==> config.mk <==
export PLATFORM = sky130hd
export DESIGN_NAME = csc_clock_source_control
export DESIGN_NICKNAME = d
export VERILOG_FILES = /design/src/core/csc_pkg.sv /design/src/core/csc_clock_source_control.sv
export VERILOG_INCLUDE_DIRS = /design/src /design/src/core
export SDC_FILE = /design/constraint.sdc
export NUM_CORES = 1
export LEC_CHECK = 0
export BUFFER_PORTS_ARGS = -buffer_cell sky130_fd_sc_hd__buf_2
export CORE_AREA = 2 2 41 72
export DETAILED_ROUTE_END_ITERATION = 16
export DIE_AREA = 0 0 43 74
export GPL_ROUTABILITY_DRIVEN = 0
export HOLD_SLACK_MARGIN = 0.02
export PLACE_DENSITY_LB_ADDON = 0.08
export SLEW_MARGIN = 10
export SYNTH_ARGS = -nofsm -noshare
export SYNTH_HDL_FRONTEND = slang
export SYNTH_SLANG_ARGS = --single-unit
==> constraint.sdc <==
create_clock -name i_clock -period 2.74 [get_ports i_clock]
set_input_delay 0.137 -clock i_clock [delete_from_list [all_inputs] [get_ports i_clock]]
set_output_delay 0.137 -clock i_clock [all_outputs]
set_load 0.05 [all_outputs]
==> src/core/csc_defs.svh <==
`ifndef CSC_DEFS_SVH
`define CSC_DEFS_SVH

// Register addresses
`define CSC_ADDR_CLK_MODE   16'hff9f
`define CSC_ADDR_INT_OSC    16'hffa0
`define CSC_ADDR_MAIN_SEL   16'hffa1
`define CSC_ADDR_MAIN_OSC   16'hffa2

// Clock operation mode register fields
`define CSC_BIT_EXT_CLK     7
`define CSC_BIT_HS_PIN      6
`define CSC_BIT_SUBSYS_PIN  4
`define CSC_RST_CLK_MODE    8'h00

// Internal oscillation mode register fields
`define CSC_BIT_HS_STABLE   7
`define CSC_BIT_LS_STOP     1
`define CSC_BIT_HS_STOP     0
`define CSC_RST_INT_OSC     8'h80

// Main oscillator control register fields
`define CSC_BIT_MAIN_STOP   7
`define CSC_RST_MAIN_OSC    8'h80

// Main clock select register fields
`define CSC_BIT_PERIPH_SEL  2
`define CSC_BIT_MAIN_STAT   1
`define CSC_BIT_MAIN_SEL    0
`define CSC_RST_MAIN_SEL    8'h00

`endif

==> src/core/csc_pkg.sv <==
package csc_pkg;

    typedef struct packed {
        logic hs_int;
        logic ls_int;
        logic main_xtal;
        logic main_ext;
        logic subsys_xtal;
    } csc_osc_en_t;

    typedef struct packed {
        logic main_hs;
        logic periph_hs;
    } csc_src_sel_t;

    typedef struct packed {
        logic [15:0] addr;
        logic [7:0]  wdata;
        logic        wr;
        logic        rd;
    } csc_bus_req_t;

    typedef enum logic [1:0] {
        SW_INT    = 2'b00,
        SW_TO_HS  = 2'b01,
        SW_HS     = 2'b10,
        SW_TO_INT = 2'b11
    } csc_sw_state_t;

endpackage : csc_pkg

==> src/core/csc_clock_source_control.sv <==
`timescale 1ns/1ps
`include "csc_defs.svh"

// How it works
// - Subsystem pin bit picks port or crystal
// - Oscillator register reads 00H until stable
// - Read-only flag shows high-speed oscillator stable
// - Low-speed stop bit stops low-speed oscillator
// - High-speed stop bit stops internal oscillator
// - Main stop bit resets set, gates oscillator
// - Two select bits route main, peripheral clocks
// - Read-only status shows main clock source
// - Main clock select register resets to 00H
// - Peripheral select writable once after reset
// - Low-speed consumers ignore source select bits
module csc_clock_source_control #(
    parameter int SYNC_CNT = 3
) (
    input  wire logic                  i_clock,
    input  wire logic                  i_nrst,
    input  wire csc_pkg::csc_bus_req_t i_bus,
    output logic [7:0]                 o_rdata,
    input  wire logic                  i_cpu_on_subsys,
    input  wire logic                  i_hs_osc_ready,
    input  wire logic                  i_main_sw_ack,
    input  wire logic                  i_periph_sw_ack,
    output csc_pkg::csc_osc_en_t       o_osc,
    output csc_pkg::csc_src_sel_t      o_src,
    output logic                       o_ls_domain_en,
    output logic                       o_main_on_hs,
    output logic                       o_periph_on_hs
);

    logic [SYNC_CNT-1:0]    async_in;
    logic [SYNC_CNT-1:0]    sync_ff1;
    logic [SYNC_CNT-1:0]    sync_ff2;
    logic                   hs_ready;
    logic                   main_ack;
    logic                   periph_ack;

    // Register fields
    logic                   ext_clk_sel;
    logic                   hs_pin_mode;
    logic                   subsys_pin_mode;
    logic                   hs_stable;
    logic                   ls_osc_stop;
    logic                   hs_osc_stop;
    logic                   main_osc_stop;
    logic                   main_source_select;
    logic                   periph_source_select;
    logic                   periph_locked;
    logic                   main_req_hs;
    logic                   hs_sys_running;

    csc_pkg::csc_sw_state_t sw_state;
    csc_pkg::csc_sw_state_t next_sw_state;

    logic                   wr_clk_mode;
    logic                   wr_int_osc;
    logic                   wr_main_sel;
    logic                   wr_main_osc;
    logic [7:0]             next_rdata;

    // Register images for the read mux
    logic [7:0]             clk_mode_word;
    logic [7:0]             int_osc_word;
    logic [7:0]             main_sel_word;
    logic [7:0]             main_osc_word;

    // Reset images; every writable field resets from these
    localparam logic [7:0] RST_CLK_MODE = `CSC_RST_CLK_MODE;
    localparam logic [7:0] RST_INT_OSC  = `CSC_RST_INT_OSC;
    localparam logic [7:0] RST_MAIN_OSC = `CSC_RST_MAIN_OSC;
    localparam logic [7:0] RST_MAIN_SEL = `CSC_RST_MAIN_SEL;

    // Asynchronous oscillator and switch handshakes
    assign async_in = {i_periph_sw_ack, i_main_sw_ack, i_hs_osc_ready};

    genvar g;
    generate
        for (g = 0; g < SYNC_CNT; g++) begin : g_sync
            always_ff @(posedge i_clock or negedge i_nrst) begin
                if (!i_nrst) begin
                    sync_ff1[g] <= 1'b0;
                    sync_ff2[g] <= 1'b0;
                end else begin
                    sync_ff1[g] <= async_in[g];
                    sync_ff2[g] <= sync_ff1[g];
                end
            end
        end
    endgenerate

    assign hs_ready   = sync_ff2[0];
    assign main_ack   = sync_ff2[1];
    assign periph_ack = sync_ff2[2];

    // Write decode
    assign wr_clk_mode = i_bus.wr && (i_bus.addr == `CSC_ADDR_CLK_MODE);
    assign wr_int_osc  = i_bus.wr && (i_bus.addr == `CSC_ADDR_INT_OSC);
    assign wr_main_sel = i_bus.wr && (i_bus.addr == `CSC_ADDR_MAIN_SEL);
    assign wr_main_osc = i_bus.wr && (i_bus.addr == `CSC_ADDR_MAIN_OSC);

    // Clock operation mode register; reserved bits stay zero
    always_ff @(posedge i_clock or negedge i_nrst) begin
        if (!i_nrst) begin
            ext_clk_sel <= RST_CLK_MODE[`CSC_BIT_EXT_CLK];
            hs_pin_mode <= RST_CLK_MODE[`CSC_BIT_HS_PIN];
        end else if (wr_clk_mode) begin
            ext_clk_sel <= i_bus.wdata[`CSC_BIT_EXT_CLK];
            hs_pin_mode <= i_bus.wdata[`CSC_BIT_HS_PIN];
        end
    end

    always_ff @(posedge i_clock or negedge i_nrst) begin
        if (!i_nrst) begin
            subsys_pin_mode <= RST_CLK_MODE[`CSC_BIT_SUBSYS_PIN];
        end else if (wr_clk_mode) begin
            subsys_pin_mode <= i_bus.wdata[`CSC_BIT_SUBSYS_PIN];
        end
    end

    // Internal oscillator stop bits
    always_ff @(posedge i_clock or negedge i_nrst) begin
        if (!i_nrst) begin
            ls_osc_stop <= RST_INT_OSC[`CSC_BIT_LS_STOP];
        end else if (wr_int_osc) begin
            ls_osc_stop <= i_bus.wdata[`CSC_BIT_LS_STOP];
        end
    end

    always_ff @(posedge i_clock or negedge i_nrst) begin
        if (!i_nrst) begin
            hs_osc_stop <= RST_INT_OSC[`CSC_BIT_HS_STOP];
        end else if (wr_int_osc) begin
            hs_osc_stop <= i_bus.wdata[`CSC_BIT_HS_STOP];
        end
    end

    // Stability flag: clear after reset, set by hardware only, never by a write
    always_ff @(posedge i_clock or negedge i_nrst) begin
        if (!i_nrst) begin
            hs_stable <= 1'b0;
        end else begin
            hs_stable <= hs_ready && !hs_osc_stop;
        end
    end

    // Main oscillator stop bit
    always_ff @(posedge i_clock or negedge i_nrst) begin
        if (!i_nrst) begin
            main_osc_stop <= RST_MAIN_OSC[`CSC_BIT_MAIN_STOP];
        end else if (wr_main_osc) begin
            main_osc_stop <= i_bus.wdata[`CSC_BIT_MAIN_STOP];
        end
    end

    // Main source select is freely writable
    always_ff @(posedge i_clock or negedge i_nrst) begin
        if (!i_nrst) begin
            main_source_select <= RST_MAIN_SEL[`CSC_BIT_MAIN_SEL];
        end else if (wr_main_sel) begin
            main_source_select <= i_bus.wdata[`CSC_BIT_MAIN_SEL];
        end
    end

    // Peripheral select accepts the first write after reset only
    always_ff @(posedge i_clock or negedge i_nrst) begin
        if (!i_nrst) begin
            periph_source_select <= RST_MAIN_SEL[`CSC_BIT_PERIPH_SEL];
        end else if (wr_main_sel && !periph_locked) begin
            periph_source_select <= i_bus.wdata[`CSC_BIT_PERIPH_SEL];
        end
    end

    // Any write to the select register uses up the one chance
    always_ff @(posedge i_clock or negedge i_nrst) begin
        if (!i_nrst) begin
            periph_locked <= 1'b0;
        end else if (wr_main_sel) begin
            periph_locked <= 1'b1;
        end
    end

    // High-speed system clock present only in oscillator or external mode
    assign hs_sys_running = hs_pin_mode && !main_osc_stop;

    // Main clock takes the high-speed system clock only for selection 11
    assign main_req_hs = periph_source_select && main_source_select;

    // Main source switch waits for the external glitch-free cell to confirm
    always_comb begin
        next_sw_state = sw_state;
        unique case (sw_state)
            csc_pkg::SW_INT: begin
                if (main_req_hs && hs_sys_running) begin
                    next_sw_state = csc_pkg::SW_TO_HS;
                end
            end
            csc_pkg::SW_TO_HS: begin
                if (main_ack) begin
                    next_sw_state = csc_pkg::SW_HS;
                end
            end
            csc_pkg::SW_HS: begin
                if (!main_req_hs) begin
                    next_sw_state = csc_pkg::SW_TO_INT;
                end
            end
            csc_pkg::SW_TO_INT: begin
                if (!main_ack) begin
                    next_sw_state = csc_pkg::SW_INT;
                end
            end
        endcase
    end

    // Switch sequencer state
    always_ff @(posedge i_clock or negedge i_nrst) begin
        if (!i_nrst) begin
            sw_state <= csc_pkg::SW_INT;
        end else begin
            sw_state <= next_sw_state;
        end
    end

    // Oscillator enables
    always_ff @(posedge i_clock or negedge i_nrst) begin
        if (!i_nrst) begin
            o_osc <= '0;
        end else begin
            o_osc.hs_int      <= !hs_osc_stop;
            o_osc.ls_int      <= !ls_osc_stop;
            o_osc.main_xtal   <= hs_sys_running && !ext_clk_sel;
            o_osc.main_ext    <= hs_sys_running && ext_clk_sel;
            o_osc.subsys_xtal <= subsys_pin_mode;
        end
    end

    // Main source request follows the switch sequencer; peripheral request follows the raw select
    always_ff @(posedge i_clock or negedge i_nrst) begin
        if (!i_nrst) begin
            o_src <= '0;
        end else begin
            o_src.main_hs   <= (next_sw_state == csc_pkg::SW_TO_HS)
                            || (next_sw_state == csc_pkg::SW_HS);
            o_src.periph_hs <= periph_source_select;
        end
    end

    // Low-speed consumers stay off the source select path
    always_ff @(posedge i_clock or negedge i_nrst) begin
        if (!i_nrst) begin
            o_ls_domain_en <= 1'b0;
        end else begin
            o_ls_domain_en <= !ls_osc_stop;
        end
    end

    // Status shows the clock actually in use, not the request
    always_ff @(posedge i_clock or negedge i_nrst) begin
        if (!i_nrst) begin
            o_main_on_hs <= 1'b0;
        end else begin
            o_main_on_hs <= (sw_state == csc_pkg::SW_HS)
                         || (sw_state == csc_pkg::SW_TO_INT);
        end
    end

    always_ff @(posedge i_clock or negedge i_nrst) begin
        if (!i_nrst) begin
            o_periph_on_hs <= 1'b0;
        end else begin
            o_periph_on_hs <= periph_ack;
        end
    end

    // Register images; reserved bits read zero
    always_comb begin
        clk_mode_word                      = 8'h00;
        clk_mode_word[`CSC_BIT_EXT_CLK]    = ext_clk_sel;
        clk_mode_word[`CSC_BIT_HS_PIN]     = hs_pin_mode;
        clk_mode_word[`CSC_BIT_SUBSYS_PIN] = subsys_pin_mode;
    end

    always_comb begin
        int_osc_word                     = 8'h00;
        int_osc_word[`CSC_BIT_HS_STABLE] = hs_stable;
        int_osc_word[`CSC_BIT_LS_STOP]   = ls_osc_stop;
        int_osc_word[`CSC_BIT_HS_STOP]   = hs_osc_stop;
    end

    always_comb begin
        main_sel_word                      = 8'h00;
        main_sel_word[`CSC_BIT_PERIPH_SEL] = periph_source_select;
        main_sel_word[`CSC_BIT_MAIN_STAT]  = o_main_on_hs;
        main_sel_word[`CSC_BIT_MAIN_SEL]   = main_source_select;
    end

    always_comb begin
        main_osc_word                     = 8'h00;
        main_osc_word[`CSC_BIT_MAIN_STOP] = main_osc_stop;
    end

    // Read mux; unmapped addresses read zero
    always_comb begin
        unique case (i_bus.addr)
            `CSC_ADDR_CLK_MODE: begin
                next_rdata = clk_mode_word;
            end
            `CSC_ADDR_INT_OSC: begin
                next_rdata = int_osc_word;
            end
            `CSC_ADDR_MAIN_SEL: begin
                next_rdata = main_sel_word;
            end
            `CSC_ADDR_MAIN_OSC: begin
                next_rdata = main_osc_word;
            end
            default: begin
                next_rdata = 8'h00;
            end
        endcase
    end

    // Read data stands for the one cycle after the strobe only
    always_ff @(posedge i_clock or negedge i_nrst) begin
        if (!i_nrst) begin
            o_rdata <= 8'h00;
        end else if (i_bus.rd) begin
            o_rdata <= next_rdata;
        end else begin
            o_rdata <= 8'h00;
        end
    end

endmodule : csc_clock_source_control

Word-level counts from Yosys, hierarchy flattened
Index checks and enable logic that the tools add are counted.
Storage, ports and cells
  bits in registers: 35
  input port bits: 32
  output and inout port bits: 18
  logic and storage cells: 62
Operators by class
  eq/ne operators: 9
  mux-type cells: 7
  reduce and logical (&&, ||, !) cells: 19
Operators by type and width (count)
  $eq A16 B16 Y1 const B: 4
  $pmux W8 S4: 1
  $logic_and A1 B1 Y1: 11
  $mux W2: 4
  $mux W8: 1
  $pmux W2 S4: 1
  $eq A2 B2 Y1 const B: 3
  $logic_not A1 Y1: 5
  $eq A2 B1 Y1 const B: 2
  $logic_not A2 Y1: 1
  $logic_or A1 B1 Y1: 2

Longest topological paths before layout
  depth in word-level cells: 7
  depth in mapped cells: 5
  mapped depth without buffers: 4

Worst setup path before layout
OpenSTA, ideal clock, no wires.
  path kind: input port to flip-flop
  start: in i_bus[13] (netlist name)
  end: reg hs_osc_stop
  library setup time: 0.128 ns
  data arrival time: 1.474 ns
  required time: 2.612 ns
  slack: 1.138 ns
  stages on the path: 4
  path through: or4b_4 > nor4_4 > and4b_1 > mux2_1
On the way
  longest elaborated chain between the ends: 2
Ends and longest elaborated chain
  start, declared: line csc_clock_source_control.sv:21  | input wire csc_pkg::csc_bus_req_t i_bus,
  $eq A16 B16 Y1
  $logic_and A1 B1 Y1: line csc_clock_source_control.sv:100  | assign wr_int_osc = i_bus.wr && (i_bus.addr == `CSC_ADDR_INT_OSC);
  end signal, assigned: line csc_clock_source_control.sv:134  | hs_osc_stop <= RST_INT_OSC[`CSC_BIT_HS_STOP];
  end signal, assigned: line csc_clock_source_control.sv:136  | hs_osc_stop <= i_bus.wdata[`CSC_BIT_HS_STOP];
  end, declared: line csc_clock_source_control.sv:47  | logic hs_osc_stop;
No other way between the ends.
A chain may end at the register's enable or synchronous reset.

Worst setup path in the final report
  start: in i_bus[13] (netlist name)
  end: reg ls_osc_stop
On the way
  longest elaborated chain between the ends: 2
Ends and longest elaborated chain
  $eq A16 B16 Y1
  $logic_and A1 B1 Y1: line csc_clock_source_control.sv:100
  end signal, assigned: line csc_clock_source_control.sv:126  | ls_osc_stop <= RST_INT_OSC[`CSC_BIT_LS_STOP];
  end signal, assigned: line csc_clock_source_control.sv:128  | ls_osc_stop <= i_bus.wdata[`CSC_BIT_LS_STOP];
  end, declared: line csc_clock_source_control.sv:46  | logic ls_osc_stop;
No other way between the ends.

==> out/metrics.csv <==
stage,metric,value,unit
status,outcome,completed,
synthesis,ys.flop_type,dfrtp_1,
worst_setup_path,cp_slowest_stage_delay,570,ps
synthesis,synth_warnings,0,
route,drt_iter0_markers,9,
worst_setup_path,crit_type,input pin to register,
synthesis,synth.distinct_cells,34,
placement,dpl_worst_slack,896,ps
timing,relSlewSlack,52.8,%
timing,skew,2.91,ps
global_routing,gr-total-overflow,0,
layout,final_cell_mix,"buf_2 (44), dfrtp_1 (32), nor2_1 (7)",
worst_setup_path,worst_setup_path_end_kind,register,
layout,layout_commonest_cell,buf_2,
global_routing,grt_max_degree,34,
worst_setup_path,critPathMaxFanout,5,
global_routing,antenna_found_initial,0,
power_and_ir_drop,p_per_area,541,mW/mm2
clock_tree,cts_resized,0,
timing,maxSlewViolCount,0,
synthesis,ys_seq_area_share,64.2,%
floorplan,dieArea,0.00318,mm2
hold_path,hold_end,subsys_pin_mode$_DFFE_PN0P_,
timing,hold_violations,0,
synthesis,synthArstFlopShare,100,%
clock_tree,cts_made_buffers,5,
floorplan,die_w,43,um
global_routing,grt_pass1_wl,3.55,mm
layout,area_growth,27.1,%
route,viasPerCell,5.18,
worst_setup_path,r2r-end,sw_state[0]$_DFF_PN0_,
worst_setup_path,crit_chain,"buf_2, or4b_4, nor4_4, and4b_1, mux2_1",
worst_setup_path,reg2reg_depth,4,
worst_setup_path,crit_required,2900,ps
synthesis,synth_edf_count,0,
worst_setup_path,rrSetupSlack,1580,ps
route,dr.pass1.iters,4,
layout,drive_above_1_share,40.3,%
worst_setup_path,arrival,1710,ps
synthesis,syn_area,0.00129,mm2
timing,period_share,56.8,%
placement,place_inst,164,
layout,final_cells,176,
worst_setup_path,reg2reg_from,main_osc_stop$_DFFE_PN1P_,
clock_tree,htree_levels,2,
placement,port_buffers,44,
power_and_ir_drop,p_leak,0.845,nW
worst_setup_path,critPathTopFamily,simple AND/OR/NAND/NOR gates,
hold_path,hold_path.class,input pin to register,
worst_setup_path,start_kind,input pin,
hold_path,worstHoldStart,i_bus[6],
timing,layout_min_cycle_time,1560,ps
route,wl,2.26,mm
timing,setup_tns,0,ps
clock_tree,cts_tree,done,
timing,rsz0062_at_grt,false,
route,antenna_left,0,
power_and_ir_drop,total_power,0.886,mW
floorplan,fp.dieH,74,um
synthesis,ys_seq_elements,33,
timing,maxClockFrequency,0.642,GHz
clock_tree,cts.sinks,33,
route,post_drt_wl_per_cell,12.8,um
power_and_ir_drop,ir_drop,0.338,mV
floorplan,initial_core_util,49.0,%
clock_tree,holdBufCountCts,4,
worst_setup_path,crit_buf_inv,1,
layout,layout.nets,180,
global_routing,grt_pass1_vias,847,
floorplan,core-area,0.00263,mm2
job,timing.max_cap.violations,0,
clock_tree,cts-root-buf,clkbuf_8,
hold_path,holdPathStages,2,
timing,setup_ws,1180,ps
clock_tree,clkSlewWorstSetupHoldPaths,60,ps
layout,num_antenna_cells,0,
floorplan,rows,25,
floorplan,pin_count,50,
synthesis,syn_inst,97,
route,drc,0,
synthesis,syn_area_per_cell,13.3,um2
route,route.vias.total,911,
clock_tree,clk_path_buf_depth,2,
timing,worst_pin_slew,709,ps
placement,dp_hpwl,1.73,mm
worst_setup_path,slowest_stage,or4b_4,
timing,setup_viol,0,
clock_tree,post_cts_buffers,0,
global_routing,track_usage,15.9,%
clock_tree,clk_latency,270,ps
[power breakdown]
group / internal [mW] / switching (mW)
Clock: 0.175 / 0.157
Combinational: 0.0238 / 0.0343
Sequential: 0.494 / 0.00206
Total: 0.693 / 0.194
[cell usage after synthesis, types with 2 or more instances]
library cell  count  area, um2
nand2b_1          2       12.5
nand4b_1          4       35.0
a211oi_1          2       15.0
buf_4             3       22.5
mux2_1            4       45.0
inv_1             5       18.8
and3_1            2       12.5
mux2i_1           2       20.0
dfrtp_1          32        801
nand3_1           2       10.0
nand4_1           3       18.8
nor2_1            7       26.3
mux2_2            5       56.3
nand2_1           3       11.3
nor3_1            2       10.0
[layer usage]
metal,GRT usage (%),wire (um)
met3,5.83,157
met2,24.9,1100
met5,0,0
met1,16.4,880
met4,13.8,116
[worst max-delay path by stage]
stage	startpoint	to	slack (ps)	cells after the start
6_report	i_bus[13]	ls_osc_stop$_DFFE_PN0P_	1180	5
5_1_grt	i_bus[13]	ls_osc_stop$_DFFE_PN0P_	1160	5
4_1_cts	i_bus[13]	ls_osc_stop$_DFFE_PN0P_	1190	5
3_5_place_dp	i_bus[13]	ls_osc_stop$_DFFE_PN0P_	900	5
3_3_place_gp	i_bus[13]	hs_osc_stop$_DFFE_PN0P_	930	5
2_1_floorplan	i_bus[13]	hs_osc_stop$_DFFE_PN0P_	1140	4
[cells by family (layout without fill, tap and decap cells)]
group	after synthesis	count (layout)	synth area share, %
buf+inv	10	61	3.88
compound gates	7	7	3.79
flops	33	33	64.2
other cells	1	2	0.291
xor+xnor	1	1	0.680
mux	11	11	9.42
simple gates	34	34	17.8
[final cells by class]
| type | count | area (um2) |
|---|---|---|
| multi-input combinational | 55 | 415 |
| tap | 27 | 33.8 |
| timing repair buffer | 48 | 260 |
| fill | 229 | 990 |
| clock buffer | 6 | 72.6 |
| clock inverter | 2 | 10.0 |
| inverter | 5 | 18.8 |
| sequential | 33 | 827 |
[flip-flops by register name, summed over array words and instances, names as in the netlist, 2 cells and up]
name and cells:
o_rdata 6, o_osc 5, sync_ff1 3, o_src 2, sw_state 2
[metrics by stage]
step / util [%] / hold WS [ps] / instance area (um2)
4_1_cts: 62.3 / 84.0 / 1640
3_3_place_gp: 57.7 / 213 / 1520
5_1_grt: 62.3 / 72.9 / 1640
3_5_place_dp: 57.7 / 221 / 1520
2_1_floorplan: - / -159 / 1290
6_report: 62.3 / 88.1 / 1640
(Power assumes the default switching activity.)
